File: config.mk
export PLATFORM = sky130hd
export DESIGN_NAME = amc_mux_gain_clock
export DESIGN_NICKNAME = d
export VERILOG_FILES = /design/src/design/amc_pkg.sv /design/src/design/amc_clock_divider.sv /design/src/design/amc_mux_gain_clock.sv
export SDC_FILE = /design/constraint.sdc
export NUM_CORES = 1
export LEC_CHECK = 0
export BUFFER_PORTS_ARGS = -buffer_cell sky130_fd_sc_hd__buf_2
export CORE_MARGIN = 3
export CORE_UTILIZATION = 45
export CTS_CLUSTER_DIAMETER = 200
export CTS_CLUSTER_SIZE = 30
export DETAILED_ROUTE_END_ITERATION = 6
export PLACE_DENSITY = 0.68
export SLEW_MARGIN = 20
export SYNTH_ARGS = -nofsm -noshare
export SYNTH_HDL_FRONTEND = slang
export SYNTH_HIERARCHICAL = 1
export SYNTH_SLANG_ARGS = --single-unit
export TNS_END_PERCENT = 30
File: constraint.sdc
create_clock -name CLK_I -period 3.7 [get_ports CLK_I]
set_input_delay 0.37 -clock CLK_I [delete_from_list [all_inputs] [get_ports CLK_I]]
set_output_delay 0.37 -clock CLK_I [all_outputs]
set_load 0.01 [all_outputs]
File: src/design/amc_pkg.sv
// Purpose: Shared constants for the converter mux, gain and clock configuration block.
// Assumes: 8-bit special function register bus, one system clock.
// Notes:   Offsets are the special function register addresses of the three registers.
package amc_pkg;
  // Register addresses.
  localparam logic [7:0] ADDR_INPUT_PAIR_CONFIG    = 8'hba;
  localparam logic [7:0] ADDR_INPUT_CHANNEL_SELECT = 8'hbb;
  localparam logic [7:0] ADDR_CONV_CLOCK_GAIN_CFG  = 8'hbc;
  // Reset values.
  localparam logic [7:0] RST_INPUT_PAIR_CONFIG    = 8'h00;
  localparam logic [7:0] RST_INPUT_CHANNEL_SELECT = 8'h00;
  localparam logic [7:0] RST_CONV_CLOCK_GAIN_CFG  = 8'hf8;
  // Writable bits of the two mux registers; the upper nibble is unused.
  localparam logic [7:0] MUX_REG_MASK = 8'h0f;
  // Field positions in the clock and gain register.
  localparam int DIV_LSB  = 3;
  localparam int DIV_MSB  = 7;
  localparam int GAIN_MSB = 2;
  // Channel code layout: top bit picks the temperature sensor.
  localparam int CHAN_TEMP_BIT = 3;
  // Selection code driven for the temperature sensor channel.
  localparam logic [3:0] SEL_TEMP_SENSOR = 4'h8;
  // Sequencing counts in converter-clock periods.
  localparam logic [4:0] TRACK_TICKS = 5'h03;
  localparam logic [4:0] CONV_TICKS  = 5'h10;
  // Conversion sequencer states.
  typedef enum logic [2:0] {
    ST_IDLE    = 3'b001,
    ST_TRACK   = 3'b010,
    ST_CONVERT = 3'b100
  } amc_state_e;
endpackage

File: src/design/amc_clock_divider.sv
// Purpose: Converter clock divider, system clock divided by divider value plus one.
// Assumes: Divider value is held stable by the caller between restarts.
// Notes:   A divider value of zero gives a tick every cycle and a steady high clock.
`timescale 1ns/10ps
module amc_clock_divider #(
  parameter int DIV_W = 5
) (
  input  wire logic             clk_i,
  input  wire logic             arst_n_i,
  input  wire logic             restart_i,
  input  wire logic [DIV_W-1:0] div_i,
  output logic                  tick_o,
  output logic                  conv_clk_o
);
  logic [DIV_W-1:0] count; // Position within one converter clock period.

  // Count from zero to the divider value, so one period is div_i + 1 cycles.
  always_ff @(posedge clk_i or negedge arst_n_i) begin
    if (!arst_n_i) begin
      count <= '0;
    end else if (restart_i || (count == div_i)) begin
      count <= '0;
    end else begin
      count <= count + 1'b1;
    end
  end

  // Tick marks the last cycle of each period, so it is combinational on the count.
  assign tick_o = (count == div_i) && !restart_i;

  // Clock output is high for the first half of the period; registered to stay glitch free.
  always_ff @(posedge clk_i or negedge arst_n_i) begin
    if (!arst_n_i) begin
      conv_clk_o <= 1'b0;
    end else begin
      conv_clk_o <= restart_i || (count < (div_i >> 1)) || (count == div_i);
    end
  end
endmodule // amc_clock_divider

File: src/design/amc_mux_gain_clock.sv
// Purpose: Configuration and sequencing of the converter input mux, amplifier gain and clock.
// Assumes: Converter core and start source share CLK_I; enable and tracking bits come in as pins.
// Notes:   Settings are captured at each conversion start and held until it ends.
`timescale 1ns/10ps
module amc_mux_gain_clock #(
  parameter int RES_W = 10,
  parameter int DIV_W = 5
) (
  input  wire logic             CLK_I,
  input  wire logic             ARST_N_I,
  input  wire logic [7:0]       SFR_ADDR_I,
  input  wire logic [7:0]       SFR_WDATA_I,
  input  wire logic             SFR_WR_I,
  input  wire logic             SFR_RD_I,
  output logic      [7:0]       SFR_RDATA_O,
  input  wire logic             CONVERTER_ENABLE_I,
  input  wire logic             LOW_POWER_TRACK_SEL_I,
  input  wire logic             CONV_START_I,
  input  wire logic [RES_W-1:0] SAR_RESULT_I,
  output logic      [3:0]       POS_SEL_O,
  output logic      [2:0]       NEG_SEL_O,
  output logic                  DIFF_O,
  output logic      [2:0]       GAIN_CODE_O,
  output logic                  CONVERTER_CLOCK_O,
  output logic                  SHUTDOWN_O,
  output logic                  TRACK_O,
  output logic                  SAR_STEP_O,
  output logic                  BUSY_O,
  output logic                  DONE_O,
  output logic      [RES_W-1:0] DATA_O
);
  logic [7:0]             input_pair_config;           // Pair mode bits.
  logic [7:0]             input_channel_select;        // Channel code.
  logic [7:0]             converter_clock_gain_config; // Divider and gain.
  amc_pkg::amc_state_e    state;                       // Sequencer state.
  logic [4:0]             tick_count;                  // Converter clocks in this phase.
  logic [DIV_W-1:0]       held_div;                    // Divider used by the running clock.
  logic                   tick;                        // Last cycle of a converter clock.
  logic                   start_ok;                    // Accepted conversion start.
  logic [3:0]             next_pos;                    // Decoded positive leg.
  logic [2:0]             next_neg;                    // Decoded negative leg.
  logic                   next_diff;                   // Decoded pair mode.
  logic [2:0]             next_gain;                   // Normalised gain code.
  logic [2:0]             chan_num;                    // Input number part of the code.
  logic [1:0]             pair_num;                    // Pair holding that input.

  // Register writes; the mux registers keep only their low nibble.
  always_ff @(posedge CLK_I or negedge ARST_N_I) begin
    if (!ARST_N_I) begin
      input_pair_config           <= amc_pkg::RST_INPUT_PAIR_CONFIG;
      input_channel_select        <= amc_pkg::RST_INPUT_CHANNEL_SELECT;
      converter_clock_gain_config <= amc_pkg::RST_CONV_CLOCK_GAIN_CFG;
    end else if (SFR_WR_I) begin
      case (SFR_ADDR_I)
        amc_pkg::ADDR_INPUT_PAIR_CONFIG: begin
          input_pair_config <= SFR_WDATA_I & amc_pkg::MUX_REG_MASK;
        end
        amc_pkg::ADDR_INPUT_CHANNEL_SELECT: begin
          input_channel_select <= SFR_WDATA_I & amc_pkg::MUX_REG_MASK;
        end
        amc_pkg::ADDR_CONV_CLOCK_GAIN_CFG: begin
          converter_clock_gain_config <= SFR_WDATA_I;
        end
        default: begin
          // Other addresses belong to other peripherals and are ignored here.
        end
      endcase
    end
  end

  // Read data is registered one cycle after the read strobe; other addresses read zero.
  always_ff @(posedge CLK_I or negedge ARST_N_I) begin
    if (!ARST_N_I) begin
      SFR_RDATA_O <= 8'h00;
    end else if (SFR_RD_I) begin
      case (SFR_ADDR_I)
        amc_pkg::ADDR_INPUT_PAIR_CONFIG: begin
          SFR_RDATA_O <= input_pair_config & amc_pkg::MUX_REG_MASK;
        end
        amc_pkg::ADDR_INPUT_CHANNEL_SELECT: begin
          SFR_RDATA_O <= input_channel_select & amc_pkg::MUX_REG_MASK;
        end
        amc_pkg::ADDR_CONV_CLOCK_GAIN_CFG: begin
          SFR_RDATA_O <= converter_clock_gain_config;
        end
        default: begin
          SFR_RDATA_O <= 8'h00;
        end
      endcase
    end
  end

  // Decode the channel code against the pair bits; the result is only taken at a start.
  always_comb begin
    chan_num  = input_channel_select[2:0];
    pair_num  = chan_num[2:1];
    next_pos  = {1'b0, chan_num};
    next_neg  = chan_num;
    next_diff = 1'b0;
    if (input_channel_select[amc_pkg::CHAN_TEMP_BIT]) begin
      next_pos = amc_pkg::SEL_TEMP_SENSOR;
    end else if (input_pair_config[pair_num]) begin
      // Either member of an enabled pair converts the pair, even leg positive.
      next_pos  = {1'b0, pair_num, 1'b0};
      next_neg  = {pair_num, 1'b1};
      next_diff = 1'b1;
    end
  end

  // Gain codes 10x and 11x ignore their low bit, so it is cleared for the amplifier.
  always_comb begin
    next_gain = converter_clock_gain_config[amc_pkg::GAIN_MSB:0];
    if (next_gain[2]) begin
      next_gain[0] = 1'b0;
    end
  end

  // A start is honoured only while enabled and idle; a start during a conversion is dropped.
  assign start_ok = CONV_START_I && CONVERTER_ENABLE_I && (state == amc_pkg::ST_IDLE);

  // Snapshot of the datapath settings, taken only when a conversion begins.
  always_ff @(posedge CLK_I or negedge ARST_N_I) begin
    if (!ARST_N_I) begin
      POS_SEL_O   <= 4'h0;
      NEG_SEL_O   <= 3'h0;
      DIFF_O      <= 1'b0;
      GAIN_CODE_O <= 3'h0;
      held_div    <= amc_pkg::RST_CONV_CLOCK_GAIN_CFG[amc_pkg::DIV_MSB:amc_pkg::DIV_LSB];
    end else if (start_ok) begin
      POS_SEL_O   <= next_pos;
      NEG_SEL_O   <= next_neg;
      DIFF_O      <= next_diff;
      GAIN_CODE_O <= next_gain;
      held_div    <= converter_clock_gain_config[amc_pkg::DIV_MSB:amc_pkg::DIV_LSB];
    end
  end

  // The divider restarts on each accepted start so phases line up with whole periods.
  amc_clock_divider #(
    .DIV_W (DIV_W)
  ) u_divider (
    .clk_i      (CLK_I),
    .arst_n_i   (ARST_N_I),
    .restart_i  (start_ok),
    .div_i      (held_div),
    .tick_o     (tick),
    .conv_clk_o (CONVERTER_CLOCK_O)
  );

  // Sequencer: optional tracking phase, then the successive-approximation steps.
  always_ff @(posedge CLK_I or negedge ARST_N_I) begin
    if (!ARST_N_I) begin
      state      <= amc_pkg::ST_IDLE;
      tick_count <= 5'h00;
    end else if (!CONVERTER_ENABLE_I) begin
      state      <= amc_pkg::ST_IDLE;
      tick_count <= 5'h00;
    end else begin
      case (state)
        amc_pkg::ST_IDLE: begin
          tick_count <= 5'h00;
          if (start_ok) begin
            state <= LOW_POWER_TRACK_SEL_I ? amc_pkg::ST_TRACK : amc_pkg::ST_CONVERT;
          end
        end
        amc_pkg::ST_TRACK: begin
          if (tick) begin
            if (tick_count == amc_pkg::TRACK_TICKS - 5'h01) begin
              state      <= amc_pkg::ST_CONVERT;
              tick_count <= 5'h00;
            end else begin
              tick_count <= tick_count + 5'h01;
            end
          end
        end
        amc_pkg::ST_CONVERT: begin
          if (tick) begin
            if (tick_count == amc_pkg::CONV_TICKS - 5'h01) begin
              state      <= amc_pkg::ST_IDLE;
              tick_count <= 5'h00;
            end else begin
              tick_count <= tick_count + 5'h01;
            end
          end
        end
        default: begin
          state      <= amc_pkg::ST_IDLE;
          tick_count <= 5'h00;
        end
      endcase
    end
  end

  // Result capture on the last step; the core's offset-binary differential result has its
  // top bit inverted, which is exactly the two's-complement form.
  always_ff @(posedge CLK_I or negedge ARST_N_I) begin
    if (!ARST_N_I) begin
      DATA_O <= '0;
      DONE_O <= 1'b0;
    end else begin
      DONE_O <= 1'b0;
      if (CONVERTER_ENABLE_I && (state == amc_pkg::ST_CONVERT) && tick &&
          (tick_count == amc_pkg::CONV_TICKS - 5'h01)) begin
        DONE_O <= 1'b1;
        if (DIFF_O) begin
          DATA_O <= {~SAR_RESULT_I[RES_W-1], SAR_RESULT_I[RES_W-2:0]};
        end else begin
          DATA_O <= SAR_RESULT_I;
        end
      end
    end
  end

  // Status decoded from the state and enable; continuous tracking whenever enabled, idle and not low-power.
  assign SHUTDOWN_O = !CONVERTER_ENABLE_I;
  assign BUSY_O     = (state != amc_pkg::ST_IDLE);
  assign SAR_STEP_O = (state == amc_pkg::ST_CONVERT);
  assign TRACK_O    = CONVERTER_ENABLE_I &&
                      ((state == amc_pkg::ST_TRACK) ||
                       ((state == amc_pkg::ST_IDLE) && !LOW_POWER_TRACK_SEL_I));
endmodule // amc_mux_gain_clock

; Yosys cells after proc, flatten, opt, wreduce, memory -nomap -nowiden
; Cells that the tools add are included.
[word_totals]
regBits = 65
latchBits = 0
ram_bits = 0
romBits = 0
input_bits = 33
out_inout_bits = 35
wordCells = 82
mem_count = 0
[op_classes]
n_addsub = 2
multipliers = 0
div_mod_pow = 0
magnitude_cmp = 2
n_eq_ne = 15
n_shift = 0
mux = 27
bitwise = 1
reduce_logical = 20
[ops]
columns = operator, n
row1 = $mux W5, 6
row2 = $eq A8 B8 Y1 const B, 3
row3 = $pmux W8 S3, 1
row4 = $mux W3, 7
row5 = $add A5 B1 Y5 const B, 2
row6 = $mux W10, 1
row7 = $pmux W5 S2, 1
row8 = $ne A3 B2 Y1 const B, 3
row9 = $pmux W3 S3, 1
row10 = $logic_and A1 B1 Y1, 8
row11 = $mux W1, 8
row12 = $reduce_and A2 Y1, 4
row13 = $ne A3 B3 Y1 const B, 2
row14 = $eq A5 B2 Y1 const B, 1
row15 = $eq A5 B4 Y1 const B, 1
row16 = $eq A5 B5 Y1, 1
row17 = $lt A5 B4 Y1, 1
row18 = $reduce_and A5 Y1, 1
row19 = $logic_or A1 B1 Y1, 4
row20 = $lt A2 B4 Y1 const B, 1
row21 = $mux W4, 1
row22 = $eq A3 B1 Y1 const B, 1
row23 = $eq A3 B2 Y1 const B, 1
row24 = $eq A3 B3 Y1 const B, 1
row25 = other kinds (4), 6

; Logic depth before layout (Yosys ltp)
[logic_depth]
depth_word = 7
mapped_depth = 11

; By module
; The synthesis kept the hierarchy.
[modules_own_cells]
columns = mod, n_inst, cells_each, area_per_inst_um2, seq_area_each_um2
row1 = amc_mux_gain_clock, 1, 237, 2751.4, 1490.2
row2 = amc_clock_divider, 1, 42, 392.9, 150.1

; Worst setup path after synthesis
; No wires, ideal clock.
[synth_path]
path_type = register to register
start = reg state[1]
end = reg DATA_O[2]
t_arrival_ns = 2.145
required_time_ns = 3.575
path_slack_ns = 1.431
path_stages_with_launch = 11
cell_sequence = dfrtp_1 -> buf_6 -> and2b_2 -> nand3_4 -> inv_2 -> buf_4 -> nor2_1 -> nand2_1 -> nor2_2 -> buf_6 -> mux2_2
[synth_between]
elab_chain_len = 6
elab_cells_between_ends = 8
classes_between = eq/ne: 2 / reduce/logical: 6
[synth_lines]
columns = element, line
row1 = from (decl), amc_mux_gain_clock.sv:35  ; amc_pkg::amc_state_e state;
row2 = from (signal assigned), amc_mux_gain_clock.sv:153  ; state <= amc_pkg::ST_IDLE;
row3 = from (signal assigned), amc_mux_gain_clock.sv:156  ; state <= amc_pkg::ST_IDLE;
row4 = from (signal assigned), amc_mux_gain_clock.sv:163  ; state <= LOW_POWER_TRACK_SEL_I ? amc_pkg::ST_TRACK : amc_pkg::ST_CONVERT;
row5 = $eq A3 B1 Y1, amc_mux_gain_clock.sv:119  ; assign start_ok = CONV_START_I && CONVERTER_ENABLE_I && (state == amc_pkg::ST_IDLE);
row6 = $logic_and A1 B1 Y1, amc_mux_gain_clock.sv:119
row7 = net start_ok, amc_mux_gain_clock.sv:39  ; logic start_ok;
row8 = $logic_not A1 Y1, amc_clock_divider.sv:29  ; assign tick_o = (count == div_i) && !restart_i;
row9 = $logic_and A1 B1 Y1, amc_clock_divider.sv:29
row10 = net tick, amc_mux_gain_clock.sv:38  ; logic tick;
row11 = $logic_and A1 B1 Y1 (2 in series), amc_mux_gain_clock.sv:202  ; if (CONVERTER_ENABLE_I && (state == amc_pkg::ST_CONVERT) && tick &&
row12 = to (signal assigned), amc_mux_gain_clock.sv:206  ; DATA_O <= {~SAR_RESULT_I[RES_W-1], SAR_RESULT_I[RES_W-2:0]};
row13 = to (decl), amc_mux_gain_clock.sv:30  ; output logic [RES_W-1:0] DATA_O
; The timed path passes the listed nets, and every way through them passes these cells.
; A chain may end at the register's enable or synchronous reset.

; Worst setup path in the final report
[layout_path]
start = reg state[1]
end = reg DATA_O[8]
[layout_between]
elab_chain_len = 6
elab_cells_between_ends = 8
classes_between = eq/ne: 2 / reduce/logical: 6
[layout_lines]
columns = element, line
row1 = $eq A3 B1 Y1, amc_mux_gain_clock.sv:119
row2 = $logic_and A1 B1 Y1, amc_mux_gain_clock.sv:119
row3 = $logic_not A1 Y1, amc_clock_divider.sv:29
row4 = $logic_and A1 B1 Y1, amc_clock_divider.sv:29
row5 = net tick, amc_mux_gain_clock.sv:38
row6 = $logic_and A1 B1 Y1 (2 in series), amc_mux_gain_clock.sv:202
; The timed path passes the listed nets, and every way through them passes these cells.

==> results.json <==
{
  "status": "finished, final reports clean",
  "timing.clock.skew_ps": 4.60,
  "holdBufCountCts": 0,
  "synthesis.area_per_instance_um2": 11.3,
  "grt_busiest_layer": "met2",
  "power_density_nw_per_um2": 434,
  "fin_ws_ps": 925,
  "maximum_clock_insertion_buffer_count": 2,
  "slowest_stage": "dfrtp_1",
  "grt_start_max_net_pins": 40,
  "cp.arrival_ps": 2990,
  "min-delay-path-class": "in -> async",
  "design.final.nets": 390,
  "postCtsSetupBuffers": 0,
  "num_rows": 29,
  "synthDistinctLibCells": 51,
  "r2r_setup_slack_ps": 930,
  "placed_cells": 431,
  "fill_cells": 589,
  "die-width_um": 89.6,
  "final.min_clock_period_ps": 2770,
  "fp.dieArea_um2": 8030,
  "report.final.hold_viol_count": 0,
  "timing.setup.tns_ps": 0,
  "reg2reg_depth": 7,
  "cts_root_buffer": "clkbuf_8",
  "timing.critical_path.cells": "and2b_2 > nand3_4 > inv_2 > nor2_1 > nand2_1 > nor2_2 > mux2_2",
  "ys_dominant_reg_cell": "dfrtp_1",
  "worst_pin_slew_ps": 849,
  "drt.antenna.violating_nets": 0,
  "first_pass_iters": 4,
  "cts.reportedPaths.clkPinSlew_ps": 70,
  "cts-buffers-inserted": 9,
  "antennaDiodeCount": 0,
  "timing.slew.headroom_pct": 43.4,
  "first_global_vias": 2250,
  "ys_seq_area_share_pct": 52.2,
  "unrepaired_setup_endpoints_after_global_routing": "false",
  "dp_hpwl_um": 4380,
  "place_worst_setup_slack_ps": 923,
  "io_pins": 68,
  "start_util_pct": 47.9,
  "period_share_pct": 75.0,
  "detail_route.vias_per_cell": 5.04,
  "power.ir.vdd_worst_mv": 0.254,
  "wl_per_cell_um": 13.5,
  "critPathKind": "reg -> reg",
  "area_delta_synth_final_pct": 18.9,
  "max_clock_freq_mhz": 360,
  "mostFrequentLayoutCell": "buf_2",
  "synthesis.instances": 279,
  "fp.coreArea_um2": 6570,
  "grt_first_pass_wirelength_um": 10300,
  "startpoint_kind_of_the_worst_setup_timing_path": "register",
  "layout-drive-gt1-share_pct": 37.9,
  "crit_path_end_kind": "register",
  "critical_path.reg2reg.startpoint": "state[1]",
  "critical_path_destination": "DATA_O[8]",
  "number_of_nets_produced_by_synthesis": 320,
  "gp_congestion": 0.843,
  "via_count": 2251,
  "synth_async_reset_ratio_pct": 100,
  "htreeDepth": 3,
  "static_power_due_to_leakage_nw": 1.89,
  "tritoncts": "done",
  "cts_num_sinks": 65,
  "groute.layer.met3.usage_pct": 6.84,
  "maxCapViolCount": 0,
  "grt.met2_usage_pct": 25.5,
  "total_power_w": 0.00162,
  "drc": 0,
  "drt-initial-drc-count": 81,
  "final-instance-count-excl-fill": 447,
  "critPathRequiredTime_ps": 3920,
  "io_buffer_count": 67,
  "die_h_um": 89.6,
  "finalSetupViolCount": 0,
  "critPathLaunch": "state[1]",
  "cp_max_fo": 20,
  "antenna_violations_before_repair": 0,
  "dpl-instance-area_um2": 3540,
  "top_library_cells_by_usage_in_the_layout_fill_and_taps_aside": "buf_2 (67), dfrtp_1 (54), nand2_1 (50)",
  "totalWireLength_um": 6040,
  "worst_skew_pair.late_latency_ps": 330,
  "postLayoutCellArea_um2": 3740,
  "groute.layer.met1.usage_pct": 22.2,
  "synth.cell_area_um2": 3140,
  "worst_r2r_endpoint": "DATA_O[8]",
  "post_cts.resized_instances": 0,
  "globalRoute.totalOverflow": 0,
  "synth_register_bits": 65,
  "gr-usage-all-layers_pct": 16.8,
  "synth_warnings": 6,
  "critical-path-max-stage-delay_ps": 520,
  "synth_enable_flop_cells": 0,
  "drv_slew": 0
}
-- cell type report --
| class | instances | area, um^2 | area share, % |
|---|---|---|---|
| Sequential cell | 65 | 1640 | 43.9 |
| Clock buffer | 11 | 141 | 3.78 |
| Multi-Input combinational cell | 194 | 1400 | 37.5 |
| Clock inverter | 5 | 55.1 | 1.47 |
| Tap cell | 93 | 116 | 3.11 |
| Timing Repair Buffer | 68 | 343 | 9.17 |
| Inverter | 11 | 41.3 | 1.10 |
-- power by group --
part           internal [W]  switching (W)
Combinational      0.000100       0.000139
Sequential         0.000757      0.0000391
Clock              0.000327       0.000261
Total               0.00118       0.000439
-- cells by family (layout without fill, tap and decap cells) --
kind of cell               Yosys count  in the layout  synth area share, %
and+or+nand+nor                    105            105                 18.5
DFF                                 65             65                 52.2
AOI/OAI and AO/OA                   42             42                 9.91
muxes                               28             28                 9.95
buffers and inverters               20             95                 3.22
xor gates and xnor gates            11             11                 3.06
adders and majority gates            8              8                 3.18
-- synthesized netlist by cell type, types with 3 or more instances --
cell | instances | area (um^2)
nand3b_1 | 6 | 45.0
nor2_1 | 11 | 41.3
nand3_1 | 4 | 20.0
nand2b_1 | 5 | 31.3
a32oi_1 | 4 | 35.0
o31ai_1 | 3 | 22.5
o21ai_0 | 4 | 20.0
dfrtp_1 | 54 | 1350
nor2b_1 | 7 | 43.8
dfstp_2 | 11 | 289
buf_2 | 4 | 20.0
o2bb2ai_1 | 4 | 35.0
nor3_1 | 5 | 25.0
a21oi_1 | 8 | 40.0
nand2_1 | 50 | 188
xnor2_1 | 4 | 35.0
mux2_2 | 26 | 293
a22o_1 | 9 | 78.8
xor2_1 | 7 | 61.3
inv_1 | 10 | 37.5
ha_1 | 8 | 100
-- metal layers --
layer	part of all wire (%)	vias to the layer above
met5	0	-
met4	1.1	0
met3	7.4	6
met2	43	77
met1	49	1053
li1	-	1115
-- worst max-delay path, delay by kind of cell (launching register included) --
| family | cells | cell delay [ps] |
|---|---|---|
| buffers and inverters | 1 | 190 |
| flip-flops | 1 | 520 |
| multiplexers | 1 | 400 |
| AND/OR/NAND/NOR | 5 | 1560 |
-- stage by stage --
stage	hold slack, ps	util (%)
2_1_floorplan	74.4	-
3_3_place_gp	453	54.0
3_5_place_dp	459	54.0
4_1_cts	168	56.9
5_1_grt	198	56.9
6_report	132	56.9
-- worst min-delay path by stage --
stage                     cells past startpoint         start  slack (ps)       endpoint
after floorplan                               0      ARST_N_I          70      DATA_O[0]
after CTS                                     1      ARST_N_I         170      DATA_O[0]
after global placement                        2  POS_SEL_O[1]         450   POS_SEL_O[1]
after global routing                          1      ARST_N_I         200      DATA_O[0]
after detailed placement                      2  POS_SEL_O[1]         460   POS_SEL_O[1]
final                                         1      ARST_N_I         130  tick_count[4]
-- flip-flops by register name, indices dropped and copies added, names as in the netlist, 4 cells and up --
signal                       count
input_channel_select             4
DATA_O                          10
SFR_RDATA_O                      8
u_divider/count                  5
tick_count                       5
POS_SEL_O                        4
held_div                         5
converter_clock_gain_config      8
input_pair_config                4
No activity file was read; power rests on OpenSTA's default activity.
